File: src/aspr_pkg.sv
// constants for the audio serial port routing block
package aspr_pkg;
    // register word indices; byte address is four times the index
    localparam logic [7:0] ASPR_IDX_SRC_SEL = 8'h1f;
    localparam logic [7:0] ASPR_IDX_IN_SEL = 8'h20;
    localparam logic [7:0] ASPR_IDX_OUT_SEL = 8'h21;
    localparam logic [7:0] ASPR_IDX_STATUS = 8'h3f;
    // reset values
    localparam logic [7:0] ASPR_RST_SRC_SEL = 8'h00;
    localparam logic [7:0] ASPR_RST_IN_SEL = 8'h00;
    localparam logic [7:0] ASPR_RST_OUT_SEL = 8'h00;
    // source select register fields
    localparam int ASPR_SRC_SBCLK_LSB = 5;
    localparam int ASPR_SRC_SFCLK_LSB = 2;
    localparam int ASPR_SRC_SERIAL_DATA_IN_LSB = 0;
    // input select register fields
    localparam int ASPR_IN_REC_LSB = 5;
    localparam int ASPR_IN_BCLK_BIT = 3;
    localparam int ASPR_IN_FCLK_BIT = 2;
    localparam int ASPR_IN_REC_BIT = 1;
    localparam int ASPR_IN_DIN_BIT = 0;
    // output select register fields
    localparam int ASPR_OUT_PBCLK_BIT = 7;
    localparam int ASPR_OUT_SBCLK_BIT = 6;
    localparam int ASPR_OUT_PFCLK_LSB = 4;
    localparam int ASPR_OUT_SFCLK_LSB = 2;
    localparam int ASPR_OUT_PDOUT_BIT = 1;
    localparam int ASPR_OUT_SERIAL_DATA_OUT_BIT = 0;
    // reserved pin codes per 3-bit source field (bit n set: code n reserved)
    localparam logic [7:0] ASPR_RSV_REC_SRC = 8'h08;
    localparam logic [7:0] ASPR_RSV_NONE = 8'h00;
    // frame-clock output codes
    localparam logic [1:0] ASPR_FO_CODE_0 = 2'h0;
    localparam logic [1:0] ASPR_FO_CODE_1 = 2'h1;
    localparam logic [1:0] ASPR_FO_CODE_2 = 2'h2;
    // pin vector positions
    localparam int ASPR_PIN_GENERAL_IO_PIN_1 = 0;
    localparam int ASPR_PIN_SPI_CLK = 1;
    localparam int ASPR_PIN_GENERAL_IO_PIN_2 = 4;
    localparam int ASPR_PIN_IN1 = 5;
endpackage

File: src/aspr_pin_sel.sv
// eight-way pin selector that forces reserved codes low
`timescale 1ns/1ps
module aspr_pin_sel #(
    parameter logic [7:0] RSV_MASK = 8'h00
) (
    input wire logic [2:0] code_i,
    input wire logic [7:0] pins_i,
    output logic sel_o
);
    // reserved code gives a defined low instead of a floating pick
    always_comb begin
        if (RSV_MASK[code_i]) begin
            sel_o = 1'b0;
        end else begin
            sel_o = pins_i[code_i];
        end
    end
endmodule

File: src/aspr_sync.sv
// two-flop synchroniser bank for pin inputs
`timescale 1ns/1ps
module aspr_sync #(
    parameter int W = 1
) (
    input wire logic clk_i,
    input wire logic rst_i,
    input wire logic [W-1:0] d_i,
    output logic [W-1:0] q_o
);
    logic [W-1:0] meta_reg; // first stage, read only by second stage

    // two stages, nothing else reads the first
    always_ff @(posedge clk_i) begin
        if (rst_i) begin
            meta_reg <= '0;
            q_o <= '0;
        end else begin
            meta_reg <= d_i;
            q_o <= meta_reg;
        end
    end
endmodule

File: src/aspr_top.sv
// audio serial port routing: register slave, pin selection, output routing
// Contract
// - record frame clock pin from 3-bit field
// - bit-clock select feeds interface and clock generator
// - frame-clock select feeds serial interface
// - record clock: playback clock or routed
// - data-input select feeds serial interface
// - primary bit-clock out: internal or secondary
// - secondary bit-clock out: primary or internal
// - primary frame-clock out 2-bit select
// - secondary frame-clock out 2-bit select
// - primary data out: codec or secondary input
// - secondary data out: primary input or codec
// - secondary bit clock pin from 3-bit field
// - secondary frame clock pin, same encoding
// - secondary data input pin from 2-bit field
`timescale 1ns/1ps
module aspr_top #(
    parameter int ADR_W = 10
) (
    input wire logic clk_i,
    input wire logic rst_i,
    // wishbone classic slave
    input wire logic cyc_i,
    input wire logic stb_i,
    input wire logic we_i,
    input wire logic [ADR_W-1:0] adr_i,
    input wire logic [3:0] sel_i,
    input wire logic [31:0] dat_i,
    output logic [31:0] dat_o,
    output logic ack_o,
    // device pins, asynchronous
    input wire logic general_io_pin_1_i,
    input wire logic general_io_pin_2_i,
    input wire logic spi_clk_pin_i,
    input wire logic spi_data_out_pin_i,
    input wire logic serial_data_out_pin_i,
    input wire logic input_pin_1_i,
    input wire logic input_pin_2_i,
    input wire logic input_pin_3_i,
    input wire logic pri_bit_clk_i,
    input wire logic pri_frame_clk_i,
    input wire logic pri_serial_data_in_i,
    // internal codec sources, same clock
    input wire logic int_bit_clk_i,
    input wire logic playback_sample_rate_clock_i,
    input wire logic record_sample_rate_clock_i,
    input wire logic codec_serial_data_out_i,
    // feeds to serial interface and clock generator
    output logic si_bit_clk_o,
    output logic clock_generator_block_bit_clk_o,
    output logic si_frame_clk_o,
    output logic si_rec_frame_clk_o,
    output logic si_serial_data_in_o,
    // pin outputs
    output logic pri_bit_clk_o,
    output logic sec_bit_clk_o,
    output logic pri_frame_clk_o,
    output logic sec_frame_clk_o,
    output logic pri_serial_data_out_o,
    output logic sec_serial_data_out_o
);
    // configuration registers
    logic [7:0] src_sel_reg; // secondary source pin selection
    logic [7:0] in_sel_reg; // secondary_port_input_select
    logic [7:0] out_sel_reg; // secondary_port_output_select
    logic ack_reg; // bus acknowledge
    logic [31:0] rdat_reg; // bus read data
    // synchronised pins
    logic [7:0] pins_raw; // shared pin vector before sync
    logic [7:0] pins_s; // shared pin vector after sync
    logic [2:0] pri_s; // primary bit clock, frame clock, data in
    // routing results
    logic sec_bclk; // selected secondary bit clock
    logic sec_fclk; // selected secondary frame clock
    logic rec_fclk; // selected record frame clock
    logic sec_din; // selected secondary data in
    logic si_bclk_next;
    logic si_fclk_next;
    logic si_rec_next;
    logic si_din_next;
    logic pri_bclk_next;
    logic sec_bclk_next;
    logic pri_fclk_next;
    logic sec_fclk_next;
    logic pri_dout_next;
    logic sec_dout_next;
    // bus decode
    logic bus_req; // live request not yet answered

    // true when the byte address is word aligned and hits the index
    function automatic logic idx_hit(input logic [ADR_W-1:0] adr, input logic [7:0] idx);
        idx_hit = (adr[ADR_W-1:2] == (ADR_W-2)'(idx)) && (adr[1:0] == 2'h0);
    endfunction

    // frame-clock output select; reserved code gives low
    function automatic logic fo_pick(input logic [1:0] code, input logic a,
                                     input logic b, input logic c);
        case (code)
            aspr_pkg::ASPR_FO_CODE_0: fo_pick = a;
            aspr_pkg::ASPR_FO_CODE_1: fo_pick = b;
            aspr_pkg::ASPR_FO_CODE_2: fo_pick = c;
            default: fo_pick = 1'b0;
        endcase
    endfunction

    assign bus_req = cyc_i && stb_i && !ack_reg;
    assign ack_o = ack_reg;
    assign dat_o = rdat_reg;

    // pin vector in source-code order
    assign pins_raw = {input_pin_3_i, input_pin_2_i, input_pin_1_i, general_io_pin_2_i,
                       serial_data_out_pin_i, spi_data_out_pin_i, spi_clk_pin_i,
                       general_io_pin_1_i};

    // pins cross into the register clock through two flops
    aspr_sync #(
        .W(8)
    ) u_pin_sync (
        .clk_i(clk_i),
        .rst_i(rst_i),
        .d_i(pins_raw),
        .q_o(pins_s)
    );

    // primary port inputs cross the same way
    aspr_sync #(
        .W(3)
    ) u_pri_sync (
        .clk_i(clk_i),
        .rst_i(rst_i),
        .d_i({pri_bit_clk_i, pri_frame_clk_i, pri_serial_data_in_i}),
        .q_o(pri_s)
    );

    // secondary bit clock source pin
    aspr_pin_sel #(
        .RSV_MASK(aspr_pkg::ASPR_RSV_NONE)
    ) u_sbclk_sel (
        .code_i(src_sel_reg[aspr_pkg::ASPR_SRC_SBCLK_LSB +: 3]),
        .pins_i(pins_s),
        .sel_o(sec_bclk)
    );

    // secondary frame clock source pin, same encoding
    aspr_pin_sel #(
        .RSV_MASK(aspr_pkg::ASPR_RSV_NONE)
    ) u_sfclk_sel (
        .code_i(src_sel_reg[aspr_pkg::ASPR_SRC_SFCLK_LSB +: 3]),
        .pins_i(pins_s),
        .sel_o(sec_fclk)
    );

    // record frame clock source pin; data-out pin code reserved
    aspr_pin_sel #(
        .RSV_MASK(aspr_pkg::ASPR_RSV_REC_SRC)
    ) u_rec_sel (
        .code_i(in_sel_reg[aspr_pkg::ASPR_IN_REC_LSB +: 3]),
        .pins_i(pins_s),
        .sel_o(rec_fclk)
    );

    // secondary data input from a 2-bit pin field
    always_comb begin
        case (src_sel_reg[aspr_pkg::ASPR_SRC_SERIAL_DATA_IN_LSB +: 2])
            2'h0: sec_din = pins_s[aspr_pkg::ASPR_PIN_GENERAL_IO_PIN_1];
            2'h1: sec_din = pins_s[aspr_pkg::ASPR_PIN_SPI_CLK];
            2'h2: sec_din = pins_s[aspr_pkg::ASPR_PIN_GENERAL_IO_PIN_2];
            default: sec_din = pins_s[aspr_pkg::ASPR_PIN_IN1];
        endcase
    end

    // feeds toward the codec serial interface
    always_comb begin
        // bit clock chosen once, shared by interface and clock generator
        si_bclk_next = in_sel_reg[aspr_pkg::ASPR_IN_BCLK_BIT] ? sec_bclk : pri_s[2];
        si_fclk_next = in_sel_reg[aspr_pkg::ASPR_IN_FCLK_BIT] ? sec_fclk : pri_s[1];
        // record frame clock follows the playback frame clock unless split
        si_rec_next = in_sel_reg[aspr_pkg::ASPR_IN_REC_BIT] ? rec_fclk : si_fclk_next;
        si_din_next = in_sel_reg[aspr_pkg::ASPR_IN_DIN_BIT] ? sec_din : pri_s[0];
    end

    // drives toward the primary and secondary port pins
    always_comb begin
        pri_bclk_next = out_sel_reg[aspr_pkg::ASPR_OUT_PBCLK_BIT] ? sec_bclk
                                                                  : int_bit_clk_i;
        sec_bclk_next = out_sel_reg[aspr_pkg::ASPR_OUT_SBCLK_BIT] ? int_bit_clk_i
                                                                  : pri_s[2];
        pri_fclk_next = fo_pick(out_sel_reg[aspr_pkg::ASPR_OUT_PFCLK_LSB +: 2],
                                playback_sample_rate_clock_i,
                                record_sample_rate_clock_i, sec_fclk);
        sec_fclk_next = fo_pick(out_sel_reg[aspr_pkg::ASPR_OUT_SFCLK_LSB +: 2], pri_s[1],
                                playback_sample_rate_clock_i,
                                record_sample_rate_clock_i);
        pri_dout_next = out_sel_reg[aspr_pkg::ASPR_OUT_PDOUT_BIT] ? sec_din
            : codec_serial_data_out_i;
        sec_dout_next = out_sel_reg[aspr_pkg::ASPR_OUT_SERIAL_DATA_OUT_BIT] ? codec_serial_data_out_i
                                                                  : pri_s[0];
    end

    // every routed signal leaves through a flop
    always_ff @(posedge clk_i) begin
        if (rst_i) begin
            si_bit_clk_o <= 1'b0;
            clock_generator_block_bit_clk_o <= 1'b0;
            si_frame_clk_o <= 1'b0;
            si_rec_frame_clk_o <= 1'b0;
            si_serial_data_in_o <= 1'b0;
            pri_bit_clk_o <= 1'b0;
            sec_bit_clk_o <= 1'b0;
            pri_frame_clk_o <= 1'b0;
            sec_frame_clk_o <= 1'b0;
            pri_serial_data_out_o <= 1'b0;
            sec_serial_data_out_o <= 1'b0;
        end else begin
            si_bit_clk_o <= si_bclk_next;
            clock_generator_block_bit_clk_o <= si_bclk_next;
            si_frame_clk_o <= si_fclk_next;
            si_rec_frame_clk_o <= si_rec_next;
            si_serial_data_in_o <= si_din_next;
            pri_bit_clk_o <= pri_bclk_next;
            sec_bit_clk_o <= sec_bclk_next;
            pri_frame_clk_o <= pri_fclk_next;
            sec_frame_clk_o <= sec_fclk_next;
            pri_serial_data_out_o <= pri_dout_next;
            sec_serial_data_out_o <= sec_dout_next;
        end
    end

    // register writes: low byte lane only, stored as the answer is raised
    always_ff @(posedge clk_i) begin
        if (rst_i) begin
            src_sel_reg <= aspr_pkg::ASPR_RST_SRC_SEL;
            in_sel_reg <= aspr_pkg::ASPR_RST_IN_SEL;
            out_sel_reg <= aspr_pkg::ASPR_RST_OUT_SEL;
        end else if (bus_req && we_i && sel_i[0]) begin
            if (idx_hit(adr_i, aspr_pkg::ASPR_IDX_SRC_SEL)) begin
                src_sel_reg <= dat_i[7:0];
            end
            if (idx_hit(adr_i, aspr_pkg::ASPR_IDX_IN_SEL)) begin
                in_sel_reg <= dat_i[7:0];
            end
            if (idx_hit(adr_i, aspr_pkg::ASPR_IDX_OUT_SEL)) begin
                out_sel_reg <= dat_i[7:0];
            end
        end
    end

    // acknowledge every request, mapped or not, one cycle later
    always_ff @(posedge clk_i) begin
        if (rst_i) begin
            ack_reg <= 1'b0;
        end else begin
            ack_reg <= bus_req;
        end
    end

    // read data; unmapped words and upper bits read zero
    always_ff @(posedge clk_i) begin
        if (rst_i) begin
            rdat_reg <= 32'h0000_0000;
        end else if (bus_req && !we_i) begin
            if (idx_hit(adr_i, aspr_pkg::ASPR_IDX_SRC_SEL)) begin
                rdat_reg <= {24'h00_0000, src_sel_reg};
            end else if (idx_hit(adr_i, aspr_pkg::ASPR_IDX_IN_SEL)) begin
                rdat_reg <= {24'h00_0000, in_sel_reg};
            end else if (idx_hit(adr_i, aspr_pkg::ASPR_IDX_OUT_SEL)) begin
                rdat_reg <= {24'h00_0000, out_sel_reg};
            end else if (idx_hit(adr_i, aspr_pkg::ASPR_IDX_STATUS)) begin
                // live levels of the routed signals, without the two frame-clock outputs and the clock-generator copy
                rdat_reg <= {24'h00_0000, si_bit_clk_o, si_frame_clk_o, si_rec_frame_clk_o,
                             si_serial_data_in_o, pri_bit_clk_o, sec_bit_clk_o,
                             pri_serial_data_out_o, sec_serial_data_out_o};
            end else begin
                rdat_reg <= 32'h0000_0000;
            end
        end
    end
endmodule

File: config.mk
export PLATFORM = sky130hd
export DESIGN_NAME = aspr_top
export DESIGN_NICKNAME = d
export VERILOG_FILES = /design/src/aspr_pkg.sv /design/src/aspr_pin_sel.sv /design/src/aspr_sync.sv /design/src/aspr_top.sv
export SDC_FILE = /design/constraint.sdc
export NUM_CORES = 1
export LEC_CHECK = 0
export BUFFER_PORTS_ARGS = -buffer_cell sky130_fd_sc_hd__clkbuf_2
export CORE_ASPECT_RATIO = 1.75
export CORE_MARGIN = 4
export CORE_UTILIZATION = 35
export DETAILED_ROUTE_END_ITERATION = 7
export PLACE_DENSITY = 0.68
export SLEW_MARGIN = 20
export SYNTH_ARGS = -nofsm -noshare
export SYNTH_HDL_FRONTEND = slang
export SYNTH_SLANG_ARGS = --single-unit
export TNS_END_PERCENT = 50
File: constraint.sdc
create_clock -name clk_i -period 2.9 [get_ports clk_i]
set_clock_uncertainty 0.15 [all_clocks]
set_input_delay 0.58 -clock clk_i [delete_from_list [all_inputs] [get_ports clk_i]]
set_output_delay 0.58 -clock clk_i [all_outputs]
set_load 0.005 [all_outputs]
==> metrics <==
Worst Hold End=u_pin_sync.q_o[6]; Die ar.=9950 um^2; Initial Utilization=36.3%; CP required=3.01 ns; synth warn=0; most common cell in the synthesized netlist=dfxtp_1; IO Pins=110; NumNets Final=438; routed wire length=7490 um; Worst slew margin=62.4%; # hold bufs at CTS=0; filler instances=814; min-delay src=u_pin_sync.meta_reg[6]; H-tree lvl count=3; hold path depth=1; Yosys top cell by area=dfxtp_1; crit-path max cell delay=0.55 ns; Die Ht=between 100 and 150 um; DP HPWL=5760 um; Netlist Area Pre-Place=roughly 2900 um^2; Worst path slowest cell=or4_4; FP Rows=43; top_reg_cell synth=dfxtp_1; Inserted Diodes=0; CORE AREA=8070 um^2; FF+latch count, synth=66; Die Wd=77.2 um; Final Hold Violating Endpoints=0; Cells after Synth=between 300 and 400; Synth Area in XOR/XNOR=0%; IO buf count=58; layout cells sized above 1=25.5%; R2R Setup Slk=0.87 ns; via count=2484; endpoint class of the critical path=register; f_max=approximately 0.43 GHz; Setup TNS Final=0 ns; DR iter-0 viols=204; Total GRT Usage=~16%; Final min period=2.30 ns; Area Overhead vs Synth=19.1%; DR pass1 iterations=4; mux cell area share after synthesis=approximately a tenth; Via density=5.33; Finished Layout Cells=about 470; GP Congestion=approximately 0.9; Synth Area in Simple Gates=19.6%; area of the multi-input gates=roughly 1400 um^2; Setup CP Type=primary input to register; status=finished clean; DRT antenna net count=0; Netlist cell types=37; Final Cycle Share=79.4%; pwr/cell area=589 nW/um^2; number of post-CTS setup repair buffers=0; worst hold-check path type=register to register; final slew viol count=0; Post-synth EDFFs=0; register area share after synthesis=45.1%; commonest cells in the netlist=dfxtp_1, a21oi_1, buf_4; initial antenna violation count=0; grt ovf=0; worst r2r path cells=4; post-synth top area share=45.1%; P_leak=1.34 nW; clk buf depth=2; largest family of logic cells by synthesized area=simple AND/OR/NAND/NOR gates; Synth Area per Inst=~9.2 um^2; max_cap viols=0; RSZ-0062 raised after global routing=false; worst path cell trace=clkbuf_2 -> or4_4 -> or4b_1 -> or4_1 -> a21oi_1; Synth Area in Compound Gates=15.1%; crit start category=primary input; Arr. time, crit path=approximately 2.4 ns; CTS clock-pin slew for the worst setup and hold paths=0.05 ns; CTS Buf Count=9; clock insertion delay at the later pin of the skew report=0.33 ns; ranking of synthesized cells by area=dfxtp_1, buf_4, mux2i_1; Post-synth ARST share=0%; Register Area=1320 um^2; Worst R2R Start=ack_o; Inst Count DP=451; # clock sinks=66; clock root cell=clkbuf_16; CP max FO=4; WL per Instance=16.1 um; Final Setup Violations=0; CTS tree=yes; measured slew at the worst slew-check pin=between 0.5 and 0.6 ns; vias in the first global route=roughly 2500; # resized after CTS=0; DRC=0; largest net degree at the start of global routing=38; global-route wire length before repair=12000 um; Synth Area in Adders=0%; worst vdd rail ir drop=0.000365 V
[critical path, delay by kind of cell]
kind | cells | cell delay [ns]
compound gates | 1 | 0.13
buf+inv | 1 | 0.09
simple gates | 3 | 1.61
[kinds of logic (layout without fill, tap and decap cells)]
logic type | after synthesis | count (layout)
other | 1 | 24
flip-flops | 66 | 66
AO/OA/AOI/OAI | 74 | 74
buffers and inverters | 50 | 85
multiplexers | 24 | 24
AND/OR/NAND/NOR | 103 | 103
[stage by stage]
stage	power, mW	util [%]	area (um^2)	hold WS (ns)	setup slack, ns
global route	2.13	43.2	3490	0.307	0.550
floorplan	1.04	-	3020	0.264	0.355
global placement	1.08	39.8	3210	0.268	0.277
finish	2.05	43.2	3490	0.283	0.599
detailed placement	1.08	39.8	3210	0.274	0.265
CTS	2.07	43.2	3490	0.286	0.608
[worst max-delay path by stage]
| stage | start | end | slack [ns] | cells past startpoint |
|---|---|---|---|---|
| final | adr_i[9] | register | 0.60 | 5 |
| after global routing | adr_i[9] | register | 0.55 | 5 |
| after CTS | adr_i[9] | register | 0.61 | 5 |
| after detailed placement | adr_i[9] | register | 0.27 | 5 |
| after global placement | adr_i[9] | register | 0.28 | 5 |
| after floorplan | adr_i[9] | register | 0.36 | 5 |
[cells in the final DEF, fill, tap and decap left out, types with 2 or more instances in the layout]
master       n
nand4_1     18
buf_4        6
clkbuf_2    58
a211oi_1     2
nand2_1      6
o21ai_0     24
mux4_2       5
a21oi_1     26
clkbuf_16    9
or2_2        8
inv_1        5
o22ai_1      8
conb_1      24
nor2b_1     22
clkinvlp_4   3
nor2_1      22
nand3_1     12
nand3b_1     3
a31oi_1      2
dfxtp_1     66
nor4_1       3
clkbuf_8     2
mux2i_1     17
mux2_2       2
a32o_1       8
[where the power goes]
part           switching, mW  internal, mW  leakage (nW)  total, mW
sequential           0.00889         0.928         0.538      0.937
combinational         0.0737        0.0491         0.670      0.123
clock                  0.378         0.617         0.130      0.995
total                  0.461          1.59          1.34       2.05
[per-layer routing]
metal  GRT usage (%)  routed length [um]  vias up
met3            4.45                 463       21
met4            9.75                 259        0
met1            14.7                2610     1146
li1                -                   -     1217
met5               0                   0        -
met2            29.9                4160      100
[layout make-up]
| class | count | area share [%] |
|---|---|---|
| Clock buffer | 11 | 7.25 |
| Multi-Input combinational cell | 225 | 40.6 |
| Clock inverter | 4 | 0.789 |
| Sequential cell | 66 | 37.9 |
| Tap cell | 90 | 3.23 |
| Inverter | 6 | 0.646 |
| Timing Repair Buffer | 64 | 9.61 |
Note: power is estimated with default switching activity, not from simulation.
